### config.mk
export PLATFORM = sky130hd
export DESIGN_NAME = cwg_wait_gen
export DESIGN_NICKNAME = d
export VERILOG_FILES = /design/src/core/cwg_pkg.sv /design/src/core/cwg_chain_if.sv /design/src/core/cwg_wait_gen.sv /design/src/core/cwg_shift_chain.sv
export VERILOG_INCLUDE_DIRS = /design/src /design/src/core
export SDC_FILE = /design/constraint.sdc
export NUM_CORES = 1
export LEC_CHECK = 0
export BUFFER_PORTS_ARGS = -buffer_cell sky130_fd_sc_hd__buf_2
export CAP_MARGIN = 20
export CORE_AREA = 2 2 39 41
export DETAILED_ROUTE_END_ITERATION = 8
export DIE_AREA = 0 0 41 43
export PLACE_DENSITY = 0.43
export SYNTH_ARGS = -nofsm -noshare
export SYNTH_HDL_FRONTEND = slang
export SYNTH_SLANG_ARGS = --single-unit
export TNS_END_PERCENT = 100
### constraint.sdc
create_clock -name i_clk_sys -period 1.1 [get_ports i_clk_sys]
set_clock_uncertainty 0.2 [all_clocks]
set_input_delay 0 -clock i_clk_sys [delete_from_list [all_inputs] [get_ports i_clk_sys]]
set_output_delay 0 -clock i_clk_sys [all_outputs]
set_load 0.05 [all_outputs]
### src/core/cwg_consts.svh
// Timing and reset constants for the clocked wait state generator
`ifndef CWG_CONSTS_SVH
`define CWG_CONSTS_SVH
// ============================================================
// Chain and reset values
`define CWG_STAGES_DEF      4
`define CWG_MAIN_RST        1'b0
`define CWG_STAGE_PRESET    1'b1
// Clock rate in kHz and period in ns
`define CWG_CLK_KHZ         10000
`define CWG_CLK_NS          100
`endif

### src/core/cwg_pkg.sv
// Types shared by the clocked wait state generator
package cwg_pkg;
    // Generator state as seen from the bus
    typedef enum logic [0:0]
    {
        CWG_IDLE = 1'b0,
        CWG_HOLD = 1'b1
    } cwg_state_t;
endpackage : cwg_pkg

### src/core/cwg_chain_if.sv
// Interface between the main flip-flop and the shift chain
`timescale 1ns/1ps
interface cwg_chain_if;
    logic run;     // Main flip-flop set, chain released from preset
    logic tail;    // Output of the last stage
    modport main  (output run, input tail);
    modport chain (input run, output tail);
endinterface : cwg_chain_if

### src/core/cwg_wait_gen.sv
// Top of the clocked wait state generator
`timescale 1ns/1ps
`include "cwg_consts.svh"
module cwg_wait_gen import cwg_pkg::*;
#(
    parameter int N_STAGES = `CWG_STAGES_DEF  // Hold-off length in clocks
)
(
    input  wire logic i_clk_sys,    // Phase-two system clock, 10 MHz
    input  wire logic i_rst_b,      // Asynchronous reset, active low
    input  wire logic i_sel_b,      // Peripheral select pin, active low
    output wire logic o_wait_b,     // Processor wait line, active low
    output wire logic o_busy        // Hold-off in progress
);
    // ============================================================
    // Select synchroniser and edge detect
    logic       sel_meta_q;
    logic       sel_sync_q;
    logic       sel_prev_q;
    logic       sel_edge;
    cwg_state_t state_q;
    cwg_state_t state_d;
    logic       boot_done_q;
    cwg_chain_if link ();

    // Width of the helper counter that times the wait line
    localparam int CNT_W = $clog2(N_STAGES + 2);
    logic [CNT_W-1:0] low_cnt_q;
    logic [CNT_W-1:0] low_cnt_d;

    // Decodes the hold state; shared by the link and the checks
    function automatic logic cwg_is_hold
    (
        input cwg_state_t st  // State to decode
    );
        return (st == CWG_HOLD);
    endfunction : cwg_is_hold

    // Two flops before any logic reads the pin
    always_ff @(posedge i_clk_sys or negedge i_rst_b)
    begin
        if (!i_rst_b)
        begin
            sel_meta_q <= 1'b1;
            sel_sync_q <= 1'b1;
            sel_prev_q <= 1'b1;
        end
        else
        begin
            sel_meta_q <= i_sel_b;
            sel_sync_q <= sel_meta_q;
            sel_prev_q <= sel_sync_q;
        end
    end

    // Falling select is the active edge
    assign sel_edge = sel_prev_q & ~sel_sync_q;

    // ============================================================
    // Main flip-flop next state
    always_comb
    begin
        state_d = state_q;
        case (state_q)
            CWG_IDLE:
                if (sel_edge)
                    state_d = CWG_HOLD;
            CWG_HOLD:
                if (!link.tail)
                    state_d = CWG_IDLE;
                // Further edges ignored here
            default:
                state_d = CWG_IDLE;
        endcase
    end

    // Main flip-flop register
    always_ff @(posedge i_clk_sys or negedge i_rst_b)
    begin
        if (!i_rst_b)
            state_q <= CWG_IDLE;
        else
            state_q <= state_d;
    end

    // Marks that one clean edge has passed after reset
    always_ff @(posedge i_clk_sys or negedge i_rst_b)
    begin
        if (!i_rst_b)
            boot_done_q <= 1'b0;
        else
            boot_done_q <= 1'b1;
    end

    // ============================================================
    // Chain link and outputs
    // A zero at the tail drops the main output at once, as a direct clear would
    assign link.run = cwg_is_hold(state_q) && link.tail;
    assign o_wait_b = ~link.run;
    assign o_busy   = link.run;

    cwg_shift_chain #(
        .N_STAGES (N_STAGES)
    ) cwg_shift_chain_inst (
        .i_clk_sys (i_clk_sys),
        .i_rst_b   (i_rst_b),
        .chain     (link.chain)
    );

    // ============================================================
    // Checks

    // Cycles with the wait line low; cleared whenever wait is high
    assign low_cnt_d = o_wait_b ? '0 : low_cnt_q + CNT_W'(1);

    // Helper counter, so the hold length need not be unrolled
    always_ff @(posedge i_clk_sys or negedge i_rst_b)
    begin
        if (!i_rst_b)
            low_cnt_q <= '0;
        else
            low_cnt_q <= low_cnt_d;
    end
endmodule : cwg_wait_gen

### src/core/cwg_shift_chain.sv
// Preset shift chain that counts the hold-off length
`timescale 1ns/1ps
`include "cwg_consts.svh"
module cwg_shift_chain import cwg_pkg::*;
#(
    parameter int N_STAGES = `CWG_STAGES_DEF  // Number of hold-off stages
)
(
    input  wire logic   i_clk_sys,  // Phase-two system clock
    input  wire logic   i_rst_b,    // Asynchronous reset, active low
    cwg_chain_if.chain  chain       // Link to the main flip-flop
);
    // ============================================================
    // Stage registers
    logic [N_STAGES-1:0] stage_q;
    logic [N_STAGES-1:0] stage_d;

    // Zero enters stage one; held at preset while idle
    assign stage_d = chain.run ? {stage_q[N_STAGES-2:0], 1'b0}
                               : {N_STAGES{`CWG_STAGE_PRESET}};
    assign chain.tail = stage_q[N_STAGES-1];

    // Chain advances on the chosen phase-two edge
    always_ff @(posedge i_clk_sys or negedge i_rst_b)
    begin
        if (!i_rst_b)
            stage_q <= {N_STAGES{`CWG_STAGE_PRESET}};
        else
            stage_q <= stage_d;
    end
endmodule : cwg_shift_chain

# [Word level (Yosys, flattened, before mapping)]
# Index checks and enable logic that the tools add are counted.
[totals] ff_bits=8 in_bits=3 output_inout_bits=2 elab_cells=14
[classes] mux=4 bitwise=4 reduce_logical=1
[ops] cell="$mux W4" n=1
[ops] cell="$not A1 Y1" n=3
[ops] cell="$mux W1" n=2
[ops] cell="$pmux W1 S2" n=1
[ops] cell="$and A1 B1 Y1" n=1
[ops] cell="$logic_and A1 B1 Y1" n=1

# [Longest topological paths before layout]
# Gate-level depths: netlist (run 1).
[depth] word_depth=4 depth_mapped=2 mapped_depth_nobuf=2

# [Hierarchy]
# From an unflattened synthesis (run 1), not the netlist that was laid out.
[unflattened] hier_cells=16 area_unflattened_um2=254.0
[modules_own_cells] module="cwg_shift_chain" n_inst=1 cells_each=8 area_each_um2=127.6 seq_area_each_um2=105.1
[modules_own_cells] module="cwg_wait_gen" n_inst=1 cells_each=8 area_each_um2=126.4 seq_area_each_um2=103.8

# [Least setup slack after synthesis (run 1)]
# Ideal clock, no wire load.
[synth_path] path_type="register to output" start="reg cwg_shift_chain_inst.stage_q[3]" end="out o_busy" arrival_time_ps=1094 required_ps=900 path_slack_ps=-194 path_stages_with_launch=3 path_buffers=0 cell_sequence="dfstp_2 > nand2_2 > inv_1"
[synth_via] elab_chain_cells=1
[synth_lines] element="start, declared" line_no="cwg_shift_chain.sv:15" source="logic [N_STAGES-1:0] stage_q;"
[synth_lines] element="start signal, assigned" line_no="cwg_shift_chain.sv:27" source="stage_q <= {N_STAGES{`CWG_STAGE_PRESET}};"
[synth_lines] element="start signal, assigned" line_no="cwg_shift_chain.sv:29" source="stage_q <= stage_d;"
[synth_lines] element="$logic_and A1 B1 Y1" line_no="cwg_wait_gen.sv:98" source="assign link.run = cwg_is_hold(state_q) && link.tail;"
[synth_lines] element="end, declared" line_no="cwg_wait_gen.sv:13" source="output wire logic o_busy"
# No other way between the ends.

# [Final worst setup path (run 1)]
# Ends and elaborated chain as after synthesis.

==> impl_metrics.csv, run 1 <==
group,metric,value,unit
floorplanning,rows,14,
power,clkPwrFrac,19.2,%
global_route,grt_max_degree,9,
timing,setup_viol,5,
cts,clock_latency,0.25,ns
power,powerDensity,3140,nW/µm²
synthesis,syn-cell-area,249,µm²
power,peakVddDrop,1.18,mV
cts,clkTransAtPathRegs,0.05,ns
global_route,grt_usage,5.58,%
worst_setup_path,rrSetupSlack,-0.15,ns
worst_hold_path,worst_hold_path_type,"primary input to asynchronous set/reset pin",
flow_run,max_cap_viol_count,0,
synthesis,yosysWarnings,0,
worst_setup_path,cpPeakStageDelay,0.57,ns
power,p_switching,434,µW
floorplanning,die_h,43,µm
worst_setup_path,cpLargestDelayFamily,"flip-flops",
timing,maxSlewViolCount,0,
synthesis,ys_ff_latch,8,
timing,fin_ws,-0.179,ns
route,route.detailed.drc,0,
power,power.static_leakage,0.000152,µW
timing,fmax,0.782,GHz
cts,clk_path_buf_depth,2,
route,drtPass1Iterations,1,
route,wl_per_cell,7.63,µm
worst_setup_path,path_buf_inv,2,
worst_setup_path,cpMaxStageDelayCell,"dfstp_2",
synthesis,syn-num-nets,18,
synthesis,synth_mux_area_share,0,%
timing,relSlewSlack,87.2,%
floorplanning,io_pins,5,
cells_and_area,syn2layout_area_growth,53.8,%
global_route,grt_pass1_wl,641,µm
timing,hold_violations,0,
worst_setup_path,cp-start-kind,"flop",
floorplanning,start_util,18.0,%
run_status,violations,"negative setup slack",
place,port_buffers,4,
worst_setup_path,r2r_cells,3,
floorplanning,core_area,1380,µm²
timing,fin_crit_sh,116,%
cells_and_area,fin_nets,31,
timing,worst_slew_pin_slew,0.192,ns
synthesis,synth_top_family_by_area,"simple AND/OR/NAND/NOR gates",
synthesis,synth_cell_types,7,
cts,cts_tree,"yes",
run_status,status,"finished, violations left",
power,seqPwrFrac,40.4,%
synthesis,synth_fa_ha_area_share,0,%
power,internal-power,768,µW
route,vias,140,
worst_setup_path,worst-endpoint-arrival,1.08,ns
global_route,first_global_vias,173,
floorplanning,chipWidth,41,µm
cells_and_area,drive_gt1_share,63.0,%
cts,cts-buffers-inserted,3,
synthesis,synthCells,15,
power,switching_share,36.1,%
worst_setup_path,path_cells,"nand2_8 > clkinvlp_4 > buf_8",
worst_setup_path,reg2reg_to,"cwg_shift_chain_inst.stage_q[3]",
synthesis,yosysSeqAreaShare,83.9,%
floorplanning,die-area,1760,µm²
cts,cts_root_buffer,"clkbuf_4",
synthesis,synth-simple-area-share,12.6,%
timing,rsz0062_at_grt,"true",
worst_setup_path,critPathKind,"flop to output port",
cts,ctsHtreeMaxLevel,1,
global_route,antenna_found_initial,0,
cells_and_area,final_util,27.7,%
cells_and_area,stdcell_count,43,
cts,cts.sinks,8,
synthesis,synth_compound_area_share,2.01,%
synthesis,synth_area_per_cell,16.6,µm²
place,gp_congestion,0.655,
route,via_per_inst,3.26,
cells_and_area,diodes,0,
worst_setup_path,cp.required,0.90,ns
route,antenna_left,0,
global_route,overflow,0,
synthesis,synthXorXnorAreaFrac,0,%
worst_setup_path,cp_max_fo,4,
route,drt_iter0_markers,0,
route,routed_wirelength,328,µm
place,place_inst,35,
worst_setup_path,r2r_start,"cwg_shift_chain_inst.stage_q[3]",
timing,min_period,1.28,ns
worst_setup_path,endpoint_kind,"output port",
power,power_frac_comb,40.4,%
-- cell usage after synthesis (all sizes together) --
cell | instances | area [µm²]
nand2b | 1 | 6.26
dfstp | 7 | 184
dfrtp | 1 | 25.0
inv | 1 | 3.75
or2 | 3 | 18.8
nand2 | 1 | 6.26
o21ai | 1 | 5.00
-- layer usage --
metal | wire length, µm | global-route usage, % | up-vias | part of all wire (%)
met5 | 0 | 0 | - | 0
met2 | 172 | 7.81 | 4 | 52
met3 | 15 | 1.57 | 0 | 4.6
met4 | 0 | 6.00 | 0 | 0
met1 | 140 | 6.00 | 67 | 43
li1 | - | - | 69 | -
-- cell usage in the layout, fill, tap and decap left out --
| master | n |
|---|---|
| buf_2 | 2 |
| buf_4 | 2 |
| buf_8 | 1 |
| clkbuf_1 | 1 |
| clkbuf_4 | 3 |
| clkinvlp_4 | 1 |
| dfrtp_1 | 1 |
| dfstp_2 | 7 |
| dlygate4sd3_1 | 3 |
| nand2_8 | 1 |
| nand2b_1 | 1 |
| o21ai_0 | 1 |
| or2_1 | 3 |
-- worst max-delay path by stage --
| stage | slack (ns) | depth (start not counted) | endpoint | startpoint |
|---|---|---|---|---|
| 5_1_grt | -0.22 | 3 | o_busy | cwg_shift_chain_inst.stage_q[3] |
| 4_1_cts | -0.20 | 3 | o_busy | cwg_shift_chain_inst.stage_q[3] |
| 2_1_floorplan | -0.06 | 2 | cwg_shift_chain_inst.stage_q[1] | cwg_shift_chain_inst.stage_q[3] |
| 6_report | -0.18 | 3 | o_busy | cwg_shift_chain_inst.stage_q[3] |
| 3_3_place_gp | -0.02 | 3 | o_busy | cwg_shift_chain_inst.stage_q[3] |
| 3_5_place_dp | -0.03 | 3 | o_busy | cwg_shift_chain_inst.stage_q[3] |
-- power by group through the flow --
stage               clock (µW)  sequential, µW  combinational [µW]
floorplan                    0             482                 305
global placement             0             487                 366
detailed placement           0             489                 372
CTS                        251             487                 491
global route               267             494                 518
finish                     231             486                 485
-- sequential cells by signal (all words and copies together), names as in the netlist --
register                      flops
sel_prev_q                        1
sel_sync_q                        1
cwg_shift_chain_inst.stage_q      4
sel_meta_q                        1
state_q                           1
-- worst register-to-register path, delay by kind of cell, from the launching register on --
kind | cells | cell delay [ns]
AND/OR/NAND/NOR | 2 | 0.26
flip-flops | 1 | 0.57
buffers and inverters | 1 | 0.14
-- cells by family after synthesis --
logic type | after synthesis
flops | 8
simple gates | 5
compound gates | 1
buf+inv | 1
-- timing repair --
item	4_1_cts	5_1_grt
hold buffers	3	0
resized for setup	4	0
gates cloned	0	0
setup endpoints to repair	5	5
hold endpoints to repair	9	0
setup buffers	1	0
-- through the flow --
step | total power, µW | instance area (µm²) | setup slack [ns] | setup TNS (ns) | hold slack (ns)
final | 1200 | 383 | -0.179 | -0.766 | 0.112
after global routing | 1280 | 383 | -0.225 | -0.925 | 0.130
after CTS | 1230 | 383 | -0.198 | -0.812 | 0.106
after detailed placement | 861 | 307 | -0.0258 | -0.0736 | -0.352
after global placement | 853 | 307 | -0.0175 | -0.0208 | -0.361
after floorplan | 787 | 267 | -0.0578 | -0.173 | -0.496
-- area by class of cell --
| class | count | area, µm² |
|---|---|---|
| repair buffers | 8 | 70.1 |
| inverters | 1 | 7.51 |
| fillers | 144 | 1000 |
| clock buffers | 4 | 26.3 |
| multi-input cells | 6 | 50.0 |
| flip-flops and latches | 8 | 209 |
| well taps | 16 | 20.0 |
Power figures use the tool's default switching activity.
==> run 2: changes to the inputs <==
CELL_PAD_IN_SITES_DETAIL_PLACEMENT = 1   (was unset)
CELL_PAD_IN_SITES_GLOBAL_PLACEMENT = 1   (was unset)
PLACE_DENSITY = 0.48   (was 0.43)
==> impl_metrics.csv, run 2 (synthesized netlist as in run 1, its figures left out) <==
group,metric,value,unit
worst_setup_path,path_buf_inv,2,
place,dpl.hpwl,226,µm
cells_and_area,drive_gt1_share,63.0,%
worst_setup_path,worst-endpoint-arrival,1.09,ns
route,route.detailed.drc,0,
route,highest_layer,"met3",
cells_and_area,largest_reg_flops,4,
cts,ctsHtreeMaxLevel,1,
worst_setup_path,path_cells,"nand2_8 > clkinvlp_4 > buf_8",
floorplanning,io_pins,5,
cells_and_area,final_util,27.7,%
cts,cts_root_buffer,"clkbuf_4",
floorplanning,rows,14,
timing,worst_slew_pin_slew,0.192,ns
global_route,grt_usage,5.60,%
power,power.static_leakage,0.000152,µW
cells_and_area,layout_common_cells,"7 x dfstp_2, 3 x or2_1, 3 x clkbuf_4, 3 x dlygate4sd3_1",
timing,fin_ws,-0.193,ns
global_route,grt_max_degree,9,
worst_setup_path,cp.required,0.90,ns
cells_and_area,final-seq-area,209,µm²
place,dpl_cell_area,307,µm²
power,peakVddDrop,1.51,mV
global_route,first_global_vias,159,
power,finalPower,1200,µW
cells_and_area,stdcell_count,43,
cells_and_area,fillers,154,
floorplanning,start_util,18.0,%
worst_setup_path,endpoint_kind,"output port",
cells_and_area,syn2layout_area_growth,53.8,%
place,gp_congestion,0.619,
route,antenna_left,0,
cts,clkTransAtPathRegs,0.06,ns
worst_setup_path,cp_max_fo,5,
cts,clock_latency,0.25,ns
timing,hold_violations,0,
timing,rsz0062_at_grt,"true",
worst_setup_path,path_depth,3,
route,drtPass1Iterations,1,
timing,min_period,1.29,ns
cells_and_area,top_register,"cwg_shift_chain_inst.stage_q",
timing,maxSlewViolCount,0,
timing,fin_crit_sh,118,%
run_status,status,"finished, violations left",
timing,fmax,0.773,GHz
timing,setup_viol,6,
worst_setup_path,cpMaxStageDelayCell,"dfstp_2",
run_status,violations,"negative setup slack",
cts,cts.sinks,8,
cells_and_area,finish.instance_area,383,µm²
worst_setup_path,cpLargestDelayFamily,"flip-flops",
route,routed_wirelength,336,µm
route,met3_length,19,µm
cts,cts_tree,"yes",
cts,clk_path_buf_depth,2,
global_route,antenna_found_initial,0,
floorplanning,die_h,43,µm
worst_setup_path,critPathKind,"flop to output port",
route,drt_iter0_markers,0,
route,via_per_inst,3.33,
place,port_buffers,4,
flow_run,max_cap_viol_count,0,
cells_and_area,multi_input_area,50.0,µm²
global_route,overflow,0,
cells_and_area,diodes,0,
cts,cts-buffers-inserted,3,
place,place_inst,35,
floorplanning,die-area,1760,µm²
worst_setup_path,cpPeakStageDelay,0.57,ns
route,drt-met1-wl,152,µm
power,powerDensity,3140,nW/µm²
route,wl_per_cell,7.81,µm
global_route,grt_pass1_wl,593,µm
cells_and_area,final_common_cell,"dfstp_2",
floorplanning,chipWidth,41,µm
route,dr_wl_met2,165,µm
timing,hold_slack,0.117,ns
floorplanning,core_area,1380,µm²
timing,relSlewSlack,87.2,%
route,vias,143,
worst_setup_path,r2r_cells,3,
worst_hold_path,worst_hold_path_type,"primary input to asynchronous set/reset pin",
worst_setup_path,cp-start-kind,"flop",
cells_and_area,fin_nets,31,
## run 2: cell counts in the layout (fill, tap and decap cells not counted)
Identical to the previous run, type by type.
## run 2: layout make-up
class | count | share of cell area [%]
Clock buffer | 4 | 6.86
Inverter | 1 | 1.96
Multi-Input combinational cell | 6 | 13.1
Sequential cell | 8 | 54.6
Tap cell | 16 | 5.23
Timing Repair Buffer | 8 | 18.3
## run 2: per-layer routing
metal	GRT usage, %	vias up
met5	0	-
met4	8.00	0
met3	1.57	0
met2	6.25	5
met1	6.71	69
li1	-	69
## run 2: worst register-to-register path: stages (launching register included)
cell,delay (ns)
dfstp_2,0.57
nand2_8,0.07
buf_4,0.14
or2_1,0.20
## run 2: metrics by stage
stage,setup TNS (ns),setup slack [ns]
CTS,-0.768,-0.212
finish,-0.718,-0.193
global route,-0.875,-0.234
detailed placement,-0.0630,-0.0237
global placement,-0.0295,-0.0207
floorplan,-0.173,-0.0578
## run 2: worst paths after layout
check | to | startpoint | slack [ns]
max | o_busy | cwg_shift_chain_inst.stage_q[3] | -0.19
min | cwg_shift_chain_inst.stage_q[0] | i_rst_b | 0.12
max reg2reg | cwg_shift_chain_inst.stage_q[2] | cwg_shift_chain_inst.stage_q[3] | -0.16
min reg2reg | sel_sync_q | sel_meta_q | 0.15
max in group asynchronous | state_q | i_rst_b | 0.08
min in group i_clk_sys | sel_sync_q | sel_meta_q | 0.15
## run 2: where the power goes
part,switching (µW),internal [µW]
Combinational,281,203
Sequential,57.6,427
Clock,94.3,138
Total,433,768
## run 2: what timing repair did
item	CTS	global route
pin swaps	0	1
setup endpoints to repair	5	6
hold endpoints to repair	9	0
hold buffers	3	0
setup buffers	1	0
resized for setup	4	0
